File: config.mk
export PLATFORM = sky130hd
export DESIGN_NAME = ocfs_output_clock_freq_select
export DESIGN_NICKNAME = d
export VERILOG_FILES = /design/src/ocfs_pkg.sv /design/src/ocfs_out_map.sv /design/src/ocfs_output_clock_freq_select.sv
export SDC_FILE = /design/constraint.sdc
export NUM_CORES = 1
export LEC_CHECK = 0
export ABC_CLOCK_PERIOD_IN_PS = 11030
export BUFFER_PORTS_ARGS = -buffer_cell sky130_fd_sc_hd__buf_2
export CAP_MARGIN = 20
export CORE_ASPECT_RATIO = 1.4
export CORE_MARGIN = 4
export CORE_UTILIZATION = 40
export CTS_BUF_LIST = sky130_fd_sc_hd__clkbuf_16
export CTS_CLUSTER_SIZE = 24
export DETAILED_ROUTE_END_ITERATION = 6
export PLACE_DENSITY_LB_ADDON = 0.08
export SYNTH_ARGS = -nofsm -noshare
export SYNTH_HDL_FRONTEND = slang
export SYNTH_SLANG_ARGS = --single-unit
File: constraint.sdc
create_clock -name ref_clk -period 11.03 [get_ports ref_clk]
set_input_delay 2.206 -clock ref_clk [delete_from_list [all_inputs] [get_ports ref_clk]]
set_output_delay 2.206 -clock ref_clk [all_outputs]
set_load 0.01 [all_outputs]
File: src/ocfs_pkg.sv
// Purpose: shared constants, register map and frequency decoders for the output clock selector
// Assumes: 32-bit APB registers, one aligned word each; frequencies carried in kHz
// Notes: tables return 0 kHz for codes that select nothing
package ocfs_pkg;
    // register byte addresses
    localparam logic [7:0] ADDR_PRI_CTRL = 8'h00;
    localparam logic [7:0] ADDR_SEC_CTRL = 8'h04;
    localparam logic [7:0] ADDR_OUT_CTRL0 = 8'h08; // four words, 08h to 14h
    localparam logic [7:0] ADDR_OUT_ALT = 8'h18;
    localparam logic [7:0] ADDR_MISC_SIX = 8'h1C;
    localparam logic [7:0] ADDR_MISC_SEVEN = 8'h20;
    localparam logic [7:0] ADDR_PRI_STAT = 8'h24;
    localparam logic [7:0] ADDR_SEC_STAT = 8'h28;
    // field positions
    localparam int PRI_FREQ_LSB = 0;
    localparam int LOCK_SEL_BIT = 3;
    localparam int LOCKED_FREQ_LSB = 4;
    localparam int DIGA_STD_BIT = 0;
    localparam int DIGB_STD_BIT = 1;
    localparam int DIGB_ALT_BIT = 2;
    localparam int DIGA_FREQ_LSB = 0;
    localparam int DIGB_FREQ_LSB = 2;
    localparam int SEC_ON_BIT = 31;
    localparam int SEC_LOCK_BIT = 30;
    // reset value of every writable field
    localparam logic [7:0] RST_CFG = 8'h00;
    // sizes
    localparam int NUM_OUT = 7;
    localparam int KHZ_W = 19;
    localparam int DIV_W = 7;
    localparam int DFS_SHIFT = 2; // synthesis stage runs at a quarter of the apll
    localparam logic [KHZ_W-1:0] SECOND_PRI_KHZ = 19'h4C4B4; // 312500 kHz, fixed

    // output clock sources
    typedef enum logic [3:0] {
        SRC_OFF = 4'h0, SRC_2K = 4'h1, SRC_8K = 4'h2, SRC_DIGA = 4'h3, SRC_DIGB = 4'h4,
        SRC_PRI = 4'h5, SRC_PRI2 = 4'h6, SRC_SEC = 4'h7, SRC_SECREF = 4'h8
    } ocfs_src_t;

    // primary apll frequency in kHz
    function automatic logic [KHZ_W-1:0] ocfsPriKhz(input logic [2:0] code);
        unique case (code)
            3'h0, 3'h1: ocfsPriKhz = 19'd311040;
            3'h2: ocfsPriKhz = 19'd98304;
            3'h3: ocfsPriKhz = 19'd131072;
            3'h4: ocfsPriKhz = 19'd148224;
            3'h5: ocfsPriKhz = 19'd98816;
            3'h6: ocfsPriKhz = 19'd100992;
            default: ocfsPriKhz = 19'd250000;
        endcase
    endfunction

    // secondary apll frequency when running on its own
    function automatic logic [KHZ_W-1:0] ocfsSecKhz(input logic [3:0] code);
        case (code)
            4'h1: ocfsSecKhz = 19'd311040;
            4'h2: ocfsSecKhz = 19'd98304;
            4'h3: ocfsSecKhz = 19'd131072;
            4'h4: ocfsSecKhz = 19'd148224;
            4'h5: ocfsSecKhz = 19'd98816;
            4'h6: ocfsSecKhz = 19'd274944;
            4'h7: ocfsSecKhz = 19'd178944;
            4'h8: ocfsSecKhz = 19'd100992;
            4'h9: ocfsSecKhz = 19'd250000;
            4'hA: ocfsSecKhz = 19'd122880;
            4'hB: ocfsSecKhz = 19'd160000;
            4'hC: ocfsSecKhz = 19'd104000;
            default: ocfsSecKhz = 19'd0;
        endcase
    endfunction

    // secondary apll frequency when locked to the primary dpll
    function automatic logic [KHZ_W-1:0] ocfsLockedKhz(input logic [2:0] code);
        case (code)
            3'h0: ocfsLockedKhz = 19'd98304;
            3'h1: ocfsLockedKhz = 19'd250000;
            3'h2: ocfsLockedKhz = 19'd131072;
            3'h4: ocfsLockedKhz = 19'd148224;
            3'h6: ocfsLockedKhz = 19'd98816;
            3'h7: ocfsLockedKhz = 19'd100992;
            default: ocfsLockedKhz = 19'd0;
        endcase
    endfunction

    // e1 or ds1 family, doubled per code step
    function automatic logic [KHZ_W-1:0] ocfsDigKhz(input logic [1:0] code, input logic std);
        ocfsDigKhz = (std ? 19'd1544 : 19'd2048) << code;
    endfunction

    // second digital clock, alternate table on top of the family
    function automatic logic [KHZ_W-1:0] ocfsDigBKhz(input logic [1:0] code, input logic std, input logic alt);
        if (!alt) begin
            ocfsDigBKhz = ocfsDigKhz(code, std);
        end else begin
            case ({code, std})
                3'b000: ocfsDigBKhz = 19'd6312;
                3'b100: ocfsDigBKhz = 19'd10000;
                3'b001: ocfsDigBKhz = 19'd19440;
                3'b011: ocfsDigBKhz = 19'd38880;
                default: ocfsDigBKhz = 19'd0;
            endcase
        end
    endfunction
endpackage

File: src/ocfs_out_map.sv
// Purpose: maps one output's frequency code and alternate bit to a source, divider and enable
// Assumes: IDX selects the per-output column of the selection table
// Notes: results are registered
`timescale 1ns/100ps
`default_nettype none
module ocfs_out_map #(parameter int IDX = 0) (
    // clock and reset
    input wire logic clk,
    input wire logic rstN,
    // selection
    input wire logic [3:0] code,
    input wire logic alt,
    input wire logic secOff,
    // result
    output var ocfs_pkg::ocfs_src_t src,
    output logic [ocfs_pkg::DIV_W-1:0] div,
    output logic on
);
    import ocfs_pkg::*;
    localparam bit LOWG = (IDX < 3);
    localparam bit MIDG = (IDX == 3) || (IDX == 4);
    ocfs_src_t srcD;
    logic [DIV_W-1:0] divD;

    // selection table decode, per output column
    always_comb begin
        srcD = SRC_OFF;
        divD = 7'd1;
        if (!alt) begin
            unique case (code)
                4'h0: srcD = SRC_OFF;
                4'h1: srcD = SRC_2K;
                4'h2: srcD = SRC_8K;
                4'h3: begin srcD = (IDX == 5) ? SRC_PRI : SRC_DIGB; divD = (IDX == 5) ? 7'd2 : 7'd1; end
                4'h4: begin srcD = (IDX == 6) ? SRC_PRI : SRC_DIGA; divD = (IDX == 6) ? 7'd2 : 7'd1; end
                4'h5: begin srcD = SRC_PRI; divD = (IDX == 5) ? 7'd1 : 7'd48; end
                4'h6: begin srcD = SRC_PRI; divD = 7'd16; end
                4'h7: begin srcD = SRC_PRI; divD = 7'd12; end
                4'h8: begin srcD = SRC_PRI; divD = 7'd8; end
                4'h9: begin srcD = SRC_PRI; divD = 7'd6; end
                4'hA: begin srcD = SRC_PRI; divD = 7'd4; end
                4'hB: begin srcD = SRC_SEC; divD = MIDG ? 7'd2 : 7'd64; end
                4'hC: begin srcD = SRC_SEC; divD = 7'd48; end
                4'hD: begin srcD = SRC_SEC; divD = 7'd16; end
                4'hE: begin srcD = SRC_SEC; divD = 7'd8; end
                4'hF: begin srcD = SRC_SEC; divD = 7'd4; end
            endcase
        end else begin
            case (code)
                4'h1: begin srcD = (LOWG || MIDG) ? SRC_PRI : SRC_SEC; divD = LOWG ? 7'd64 : (MIDG ? 7'd2 : 7'd5); end
                4'h2: begin srcD = MIDG ? SRC_PRI : SRC_SEC; divD = LOWG ? 7'd20 : (MIDG ? 7'd1 : 7'd2); end
                4'h3: begin srcD = SRC_SEC; divD = LOWG ? 7'd12 : (MIDG ? 7'd10 : 7'd1); end
                4'h4: begin srcD = LOWG ? SRC_SEC : SRC_PRI2; divD = (LOWG || MIDG) ? 7'd10 : 7'd5; end
                4'h5: begin
                    srcD = (IDX == 0 || IDX > 2) ? SRC_PRI2 : SRC_SEC;
                    divD = (IDX == 0) ? 7'd10 : (LOWG ? 7'd5 : 7'd2);
                end
                4'h6: begin
                    srcD = (IDX == 0 || IDX > 2) ? SRC_PRI2 : SRC_SEC;
                    divD = (IDX == 0) ? 7'd5 : (LOWG ? 7'd2 : 7'd1);
                end
                4'h7: srcD = SRC_SECREF;
                default: srcD = SRC_OFF; // disabled and unused codes
            endcase
        end
    end

    // registered result; outputs fed by a powered-down secondary apll are held low
    always_ff @(posedge clk or negedge rstN) begin
        if (!rstN) begin
            src <= SRC_OFF;
            div <= 7'd1;
            on <= 1'b0;
        end else begin
            src <= srcD; // [RQ8]
            div <= divD; // [RQ9]
            on <= (srcD != SRC_OFF) && !(secOff && srcD == SRC_SEC); // [RQ13]
        end
    end
endmodule
`default_nettype wire

File: src/ocfs_output_clock_freq_select.sv
// Purpose: APB-programmed frequency plan for the apll paths, digital clocks and seven outputs
// Assumes: zero-wait APB slave, answer in the first access cycle
// Notes: frequencies are reported in kHz; outputs report source, divider and enable
// How it works
// (RQ1) lock select 0 runs secondary apll alone; 1 locks it to primary dpll.
// (RQ2) each apll holds exactly one frequency, outputs divide it by fixed ratios.
// (RQ3) software picks the primary apll frequency before programming output selections.
// (RQ4) primary code: 000/001 311.04, then 98.304,131.072,148.224,98.816,100.992,250 MHz.
// (RQ5) primary synthesis stage runs at a quarter of the primary apll frequency.
// (RQ6) software sets the secondary frequency field when the secondary path runs alone.
// (RQ7) locked secondary needs software to program lock select and locked-mode field.
// (RQ8) each output's frequency comes from its own code plus its alternate-table bit.
// (RQ9) output dividers are limited to 2,4,5,6,8,10,12,16,20,48,64; the code also uses a ratio of 1.
// (RQ10) first digital clock: e1 family 2.048 up, ds1 family 1.544 up.
// (RQ11) second digital clock follows first, alternate gives 6.312,10,19.44,38.88 MHz.
// (RQ12) software order: lock mode, apll frequencies, then output codes and alternate bits.
// (RQ13) secondary code 0000 unlocked powers secondary apll down, its outputs held low.
// (RQ14) second primary apll always runs at 312.5 MHz, never selectable.
//
// The placing of the registers and the APB interface to the registers are this design's own decisions.
`timescale 1ns/100ps
`default_nettype none
module ocfs_output_clock_freq_select (
    // clock and reset
    input wire logic ref_clk,
    input wire logic nrst,
    // apb slave
    input wire logic psel,
    input wire logic penable,
    input wire logic pwrite,
    input wire logic [7:0] paddr,
    input wire logic [31:0] pwdata,
    output logic [31:0] prdata,
    output logic pready,
    output logic pslverr,
    // apll plan
    output logic [ocfs_pkg::KHZ_W-1:0] priApllKhz,
    output logic [ocfs_pkg::KHZ_W-1:0] priDfsKhz,
    output logic [ocfs_pkg::KHZ_W-1:0] pri2ApllKhz,
    output logic [ocfs_pkg::KHZ_W-1:0] secApllKhz,
    output logic secApllOn,
    output logic secLocked,
    // digital clocks
    output logic [ocfs_pkg::KHZ_W-1:0] digAKhz,
    output logic [ocfs_pkg::KHZ_W-1:0] digBKhz,
    // output clocks
    output var ocfs_pkg::ocfs_src_t outSrc [ocfs_pkg::NUM_OUT],
    output logic [ocfs_pkg::DIV_W-1:0] outDiv [ocfs_pkg::NUM_OUT],
    output logic [ocfs_pkg::NUM_OUT-1:0] outOn
);
    import ocfs_pkg::*;
    logic rstMeta_q, rstN;
    logic [6:0] priCtrl_q;
    logic [3:0] secCtrl_q;
    logic [7:0] outCtrl_q [4];
    logic [6:0] outAlt_q;
    logic [2:0] miscSix_q;
    logic [3:0] miscSeven_q;
    logic [31:0] rdData;
    logic rdHit, setup, wrEn, lockSel, secOff;
    logic [2:0] priFreq, lockedFreq;

    // reset release through two flops
    always_ff @(posedge ref_clk or negedge nrst) begin
        if (!nrst) begin
            rstMeta_q <= 1'b0;
            rstN <= 1'b0;
        end else begin
            rstMeta_q <= 1'b1;
            rstN <= rstMeta_q;
        end
    end

    assign setup = psel && !penable;
    assign wrEn = psel && penable && pwrite && pready;
    assign priFreq = priCtrl_q[PRI_FREQ_LSB +: 3];
    assign lockSel = priCtrl_q[LOCK_SEL_BIT];
    assign lockedFreq = priCtrl_q[LOCKED_FREQ_LSB +: 3];
    assign secOff = !lockSel && (secCtrl_q == 4'h0); // [RQ13]

    // register writes at the access edge
    always_ff @(posedge ref_clk or negedge rstN) begin
        if (!rstN) begin
            priCtrl_q <= RST_CFG[6:0];
            secCtrl_q <= RST_CFG[3:0];
            outCtrl_q <= '{default: RST_CFG};
            outAlt_q <= RST_CFG[6:0];
            miscSix_q <= RST_CFG[2:0];
            miscSeven_q <= RST_CFG[3:0];
        end else if (wrEn) begin
            case (paddr)
                ADDR_PRI_CTRL: priCtrl_q <= pwdata[6:0];
                ADDR_SEC_CTRL: secCtrl_q <= pwdata[3:0];
                ADDR_OUT_ALT: outAlt_q <= pwdata[6:0];
                ADDR_MISC_SIX: miscSix_q <= pwdata[2:0];
                ADDR_MISC_SEVEN: miscSeven_q <= pwdata[3:0];
                default: begin
                    for (int k = 0; k < 4; k++) begin
                        if (paddr == ADDR_OUT_CTRL0 + 8'(4 * k)) begin
                            outCtrl_q[k] <= pwdata[7:0];
                        end
                    end
                end
            endcase
        end
    end

    // read decode; unmapped addresses answer with an error and zero data
    always_comb begin
        rdData = 32'h0000_0000;
        rdHit = 1'b1;
        case (paddr)
            ADDR_PRI_CTRL: rdData = {25'h0, priCtrl_q};
            ADDR_SEC_CTRL: rdData = {28'h0, secCtrl_q};
            ADDR_OUT_ALT: rdData = {25'h0, outAlt_q};
            ADDR_MISC_SIX: rdData = {29'h0, miscSix_q};
            ADDR_MISC_SEVEN: rdData = {28'h0, miscSeven_q};
            ADDR_PRI_STAT: rdData = {13'h0, priApllKhz};
            ADDR_SEC_STAT: rdData = {secApllOn, secLocked, 11'h0, secApllKhz};
            default: begin
                rdHit = 1'b0;
                for (int k = 0; k < 4; k++) begin
                    if (paddr == ADDR_OUT_CTRL0 + 8'(4 * k)) begin
                        rdData = {24'h0, outCtrl_q[k]};
                        rdHit = 1'b1;
                    end
                end
            end
        endcase
    end

    // apb answer, ready through the access cycle that follows setup
    // a write commits on the edge that drops pready; derived outputs follow one edge later
    always_ff @(posedge ref_clk or negedge rstN) begin
        if (!rstN) begin
            pready <= 1'b0;
            pslverr <= 1'b0;
            prdata <= 32'h0000_0000;
        end else begin
            pready <= setup;
            pslverr <= setup && !rdHit;
            prdata <= (setup && !pwrite) ? rdData : 32'h0000_0000;
        end
    end

    // apll frequencies, one set per apll
    always_ff @(posedge ref_clk or negedge rstN) begin
        if (!rstN) begin
            priApllKhz <= '0;
            priDfsKhz <= '0;
            pri2ApllKhz <= '0;
            secApllKhz <= '0;
            secApllOn <= 1'b0;
            secLocked <= 1'b0;
        end else begin
            priApllKhz <= ocfsPriKhz(priFreq); // [RQ4] [RQ2]
            priDfsKhz <= ocfsPriKhz(priFreq) >> DFS_SHIFT; // [RQ5]
            pri2ApllKhz <= SECOND_PRI_KHZ; // [RQ14]
            secLocked <= lockSel; // [RQ1]
            secApllOn <= !secOff; // [RQ13]
            secApllKhz <= lockSel ? ocfsLockedKhz(lockedFreq) : ocfsSecKhz(secCtrl_q); // [RQ1] [RQ2]
        end
    end

    // digital clock frequencies
    always_ff @(posedge ref_clk or negedge rstN) begin
        if (!rstN) begin
            digAKhz <= '0;
            digBKhz <= '0;
        end else begin
            digAKhz <= ocfsDigKhz(miscSeven_q[DIGA_FREQ_LSB +: 2], miscSix_q[DIGA_STD_BIT]); // [RQ10]
            digBKhz <= ocfsDigBKhz(miscSeven_q[DIGB_FREQ_LSB +: 2], miscSix_q[DIGB_STD_BIT],
                miscSix_q[DIGB_ALT_BIT]); // [RQ11]
        end
    end

    // one selector per output clock, code nibbles packed two per word
    for (genvar i = 0; i < NUM_OUT; i++) begin : gOut
        ocfs_out_map #(.IDX(i)) uMap (
            .clk(ref_clk),
            .rstN(rstN),
            .code(outCtrl_q[i / 2][(i % 2) * 4 +: 4]),
            .alt(outAlt_q[i]),
            .secOff(secOff),
            .src(outSrc[i]),
            .div(outDiv[i]),
            .on(outOn[i])
        ); // [RQ8]
    end
endmodule
`default_nettype wire

### Word level (Yosys, flattened, before mapping)

Memory sizes are Yosys's and may differ from the RTL's.
Cells that the tools add are included.

| cells by class | value |
|---|---|
| equality and inequality tests | 136 |
| shift operators | 2 |
| muxes and demuxes | 60 |
| bitwise operators | 1 |
| reduce and logical (&&, ||, !) cells | 126 |

Operators with widths:

| operator | number |
|---|---|
| equality test 4 bit, second input constant | 56 |
| case mux 32 bit (7 select lines) | 1 |
| case mux 7 bit (7 select lines) | 3 |
| equality test 4 x 3 -> 1 bit, second input constant | 35 |
| case mux 4 bit (7 select lines) | 5 |
| 2-to-1 mux 32 bit | 4 |
| case mux 19 bit (6 select lines) | 1 |
| case mux 7 bit (8 select lines) | 2 |
| case mux 18 bit (6 select lines) | 1 |
| case mux 6 bit (7 select lines) | 2 |
| case mux 7 bit (6 select lines) | 2 |
| OR reduction 2 bit | 40 |
| case mux 16 bit (4 select lines) | 1 |
| equality test 4 x 2 -> 1 bit, second input constant | 14 |
| OR reduction 5 bit | 10 |
| 2-to-1 mux 7 bit | 7 |
| case mux 4 bit (3 select lines) | 4 |
| case mux 4 bit (4 select lines) | 3 |
| case mux 4 bit (6 select lines) | 2 |
| 2-to-1 mux 19 bit | 2 |
| << shifter 12 x 2 -> 19 bit | 2 |
| case mux 7 bit (5 select lines) | 1 |
| equality test 8 x 5 -> 1 bit, second input constant | 4 |
| logical NOT 4 bit | 8 |
| other kinds (24) | 115 |

| storage, ports and cells | value |
|---|---|
| bits in registers | 273 |
| ROM bits | 224 |
| input bits | 45 |
| output and inout bits | 234 |
| logic and storage cells | 369 |
| memories | 1 |

Memories:

| name | depth | bits a word | rd ports | clocked after Yosys merged registers in | write ports | line | RTL |
|---|---|---|---|---|---|---|---|
| (name not given) | 16 | 14 | 1 | 0 | 0 | ocfs_pkg.sv:55 | `case (code)` |

### Logic depth before layout (Yosys ltp)

| logic depth | value |
|---|---|
| word-level depth | 8 |
| gate-level depth with buffers | 7 |
| depth with buffers taken out | 6 |

### By module

From an unflattened synthesis, not the netlist that was laid out.

| unflattened totals | value |
|---|---|
| cells, all modules | 1071 |
| area total of the unflattened synthesis | 11200.7 sq um |

By module, submodules not included:

| module | times used | cells an instance | area an instance (sq um) | sequential area each (sq um) |
|---|---|---|---|---|
| ocfs_output_clock_freq_select | 1 | 580 | 6550.0 | 3303.2 |
| ocfs_out_map (gOut[1].uMap ...) | 2 | 69 | 675.6 | 301.5 |
| ocfs_out_map (gOut[3].uMap ...) | 2 | 69 | 635.6 | 276.5 |
| ocfs_out_map (gOut[0].uMap) | 1 | 75 | 703.2 | 301.5 |
| ocfs_out_map (gOut[5].uMap) | 1 | 72 | 673.1 | 301.5 |
| ocfs_out_map (gOut[6].uMap) | 1 | 68 | 651.9 | 301.5 |

### Least setup slack after synthesis

No wires, ideal clock.

| timing | value |
|---|---|
| path kind | input -> register |
| start point | input paddr[5] |
| end point | register outCtrl_q[11] in the netlist's numbering |
| library setup time | 0.125 ns |
| arrival time | 3.434 ns |
| data required time | 10.905 ns |
| path slack | 7.471 ns |
| cell stages on the path | 5 |
| path buffers | 1 |
| cells stage by stage | nor4b_4 > nand2_2 > nor2_1 > buf_4 > mux2_2 |

| on the way | value |
|---|---|
| longest elaborated chain between the ends | 4 |
| elaborated cells between the ends (all ways) | 9 |
| classes of those cells | eq/ne: 5; bitwise: 1; reduce/logical: 3 |

RTL lines:

| what | line | RTL |
|---|---|---|
| start: declaration | ocfs_output_clock_freq_select.sv:31 | `input wire logic [7:0] paddr,` |
| equality test 8 x 6 -> 1 bit, or another cell as far along | ocfs_output_clock_freq_select.sv:91 | `case (paddr)` |
| OR reduction 5 bit (no source line) | n/a |  |
| inverter 1 bit (no source line) | n/a |  |
| AND reduction 3 bit (no source line) (*) | n/a |  |
| end signal: indexed assignment | ocfs_output_clock_freq_select.sv:100 | `outCtrl_q[k] <= pwdata[7:0];` |
| end: declaration | ocfs_output_clock_freq_select.sv:55 | `logic [7:0] outCtrl_q [4];` |

Every way passes the cells marked *; elsewhere a longest branch is shown, timed or not.
A chain may end at the register's enable or synchronous reset.

### Worst setup path after layout

| timing | value |
|---|---|
| start point | input paddr[5] |
| end point | register outCtrl_q[12] in the netlist's numbering |

Same word-level chain as after synthesis.

==> run metrics <==
status=complete, no violations; Yosys top cell area share=47.76%; worst-skew pair later-pin latency=520 ps; startpoint types=input pin; die area=29850 sq um; Setup TNS=0 ps; DRC=0; Seq cells post-synth=214; number of max-cap violations=0; Tot GR Track Use=18.21%; Critical Path AT=4340 ps; Wirelength per Cell=17.13 um; min cycle time layout=3947 ps; cts hold-fix bufs=0; Layout fillers=2647; routed vias/inst=5.063; RePlAce Congestion=0.8619; first-pass GRT wire length=43940 um; top cells by count, synth=207 x dfrtp_1, 107 x nor2_1, 92 x nand2_1; vias in the first global route=7900; post-synth top area cell=dfrtp_1; Final Skew=12.90 ps; initial antenna violation count=3; placed wire-length estimate=20080 um; pwr dens=131.3 nW/um^2; Inserted Clock Buffers=23; Tcrit/Tclk final=35.78%; Vias=8248; port buffer count=198; H-tree levels=1; worst hold-check path type=reg2async; DRT iter0 DRCs=405; Core Area=26830 sq um; Initial Util=40.43%; grt ovf=0; largest cells by area after synthesis=dfrtp_1 48%, buf_4 6.2%, mux2_2 4.8%, o21ai_0 3.9%, nor2_1 3.7%; CTS root buf=clkbuf_16; post-layout util=46.10%; Final setup viols=0; CTS tree=yes; Slew Viols, Final=0; FMAX=253.4 MHz; PostCTS Resize Cnt=0; Crit path required time=11430 ps; fin nets=1301; first drt pass iteration count=5; # Post-CTS Setup Buffers=0; Std-Cell Rows=71; Netlist Area Pre-Place=10850 sq um; I/O pins=279; worst vdd ir=0.08643 mV; Synth Area per Inst=9.683 sq um; sequential element share of the synthesized area=49.46%; Slew HR=36.41%; Crit. End Element=flop; final hold viol count=0; RSZ-0062 raised after global routing=false; fraction of layout cells with a size suffix above 1=24.84%; clock slew at reported path FFs=60 ps; cells after synthesis=1120; Multi-input gate area=4624 sq um; largest net degree at the start of global routing=78; Final ANT Viol Nets=0; die height=202.8 um; CTS Sinks=214; Main synth FF type=dfrtp_1; Crit Path Category=in2reg; Tightest Pin Transition=950.3 ps; Max clock buf depth=3; Max FO, Critical Path=11; top-count cell post-synth=dfrtp_1; final WL=27910 um; Leak=5.953 nW; Async SR Flop Fraction=100.0%; register area=5368 sq um; Unique masters post-synth=72; warnings from Yosys=0; Post-synth EDFFs=0; area grow syn2layout=14.04%; Die Wd=147.2 um
-- placed cells by master (no fill, tap or decap), types with 6 or more instances in the layout --
| cell | Yosys | layout |
|---|---|---|
| clkinv_1 | 3 | 7 |
| a22oi_1 | 20 | 20 |
| nand2b_1 | 26 | 26 |
| clkinv_2 | 0 | 6 |
| nand3_1 | 24 | 24 |
| clkbuf_16 | 0 | 23 |
| xnor2_1 | 12 | 12 |
| xor2_1 | 12 | 12 |
| and3_1 | 9 | 9 |
| o21ai_0 | 85 | 85 |
| o21a_1 | 6 | 6 |
| nor3_1 | 16 | 16 |
| and2_1 | 10 | 10 |
| mux2i_1 | 14 | 14 |
| nand2_1 | 92 | 92 |
| buf_2 | 4 | 198 |
| o22ai_1 | 18 | 18 |
| inv_1 | 29 | 33 |
| a31oi_1 | 11 | 11 |
| o32ai_1 | 8 | 8 |
| ha_1 | 12 | 12 |
| a21oi_1 | 72 | 72 |
| dfstp_2 | 7 | 7 |
| nand3b_1 | 8 | 8 |
| dfrtp_1 | 207 | 206 |
| nor2b_1 | 19 | 19 |
| conb_1 | 2 | 58 |
| mux2_2 | 46 | 46 |
| nor2_1 | 107 | 107 |
-- worst paths after layout --
path	to	slack, ps	cells past startpoint	from
min in group ref_clk	rstN	350	0	rstMeta_q
max in group asynchronous	gOut[5].uMap.div[0]	9010	3	rstN
min reg2reg	digBKhz[6]	320	0	rstN
max	outCtrl_q[12]	7080	5	paddr[5]
min	digBKhz[6]	320	0	rstN
max reg2reg	outCtrl_q[12]	8940	4	pready
-- final cells by class --
cell class              count  share of cell area (%)
well taps                 365                   3.692
multi-input cells         769                   37.39
diodes                      4                 0.08093
flip-flops and latches    214                   43.40
clock buffers              23                   4.654
repair buffers            204                   8.538
inverters                  32                  0.9712
clock inverters            18                   1.275
-- power breakdown --
group	switching, mW	internal [mW]
clock network	0.308	0.448
logic	0.0491	0.0190
registers	0.00920	0.791
-- critical path: stages --
cell and delay (ps):
buf_2 160, nor4b_4 630, nand2_2 170, nor2_1 760, mux2_2 410
-- flip-flops by register name (all words and copies together) (netlist names), 3 cells and up --
name,cells
digAKhz,9
prdata,21
secCtrl_q,4
gOut.uMap.src,28
gOut.uMap.on,7
digBKhz,13
gOut.uMap.div,47
secApllKhz,14
outAlt_q,7
priDfsKhz,11
miscSeven_q,4
priCtrl_q,7
outCtrl_q,32
miscSix_q,3
-- kinds of logic after synthesis --
logic type / after synthesis / share of synthesized area, %
simple gates: 351 / 16.28
other cells: 2 / 0.06925
compound gates: 261 / 14.56
buf+inv: 193 / 9.841
mux: 62 / 6.380
xor+xnor: 24 / 1.938
fa+ha+maj: 13 / 1.477
flops: 214 / 49.46
-- layer usage --
layer	GRT usage (%)	part of all wire [%]	vias to the layer above
met5	0	0.057	-
met4	4.430	1.7	2
met3	3.416	6.5	34
met2	31.41	50	251
met1	23.76	42	3987
li1	-	-	3974
-- per-stage QoR --
stage	setup WS, ps	instances	area (sq um)	hold slack [ps]	power [mW]
6_report	7083	1629	12370	321.9	1.624
5_1_grt	6941	1627	12360	377.2	1.689
4_1_cts	7087	1624	12330	344.6	1.652
3_5_place_dp	6532	1583	11600	338.7	0.8826
3_3_place_gp	6572	1583	11600	334.9	0.8821
2_1_floorplan	4637	1176	11060	331.2	0.8732
Note: power is estimated with default switching activity, not from simulation.
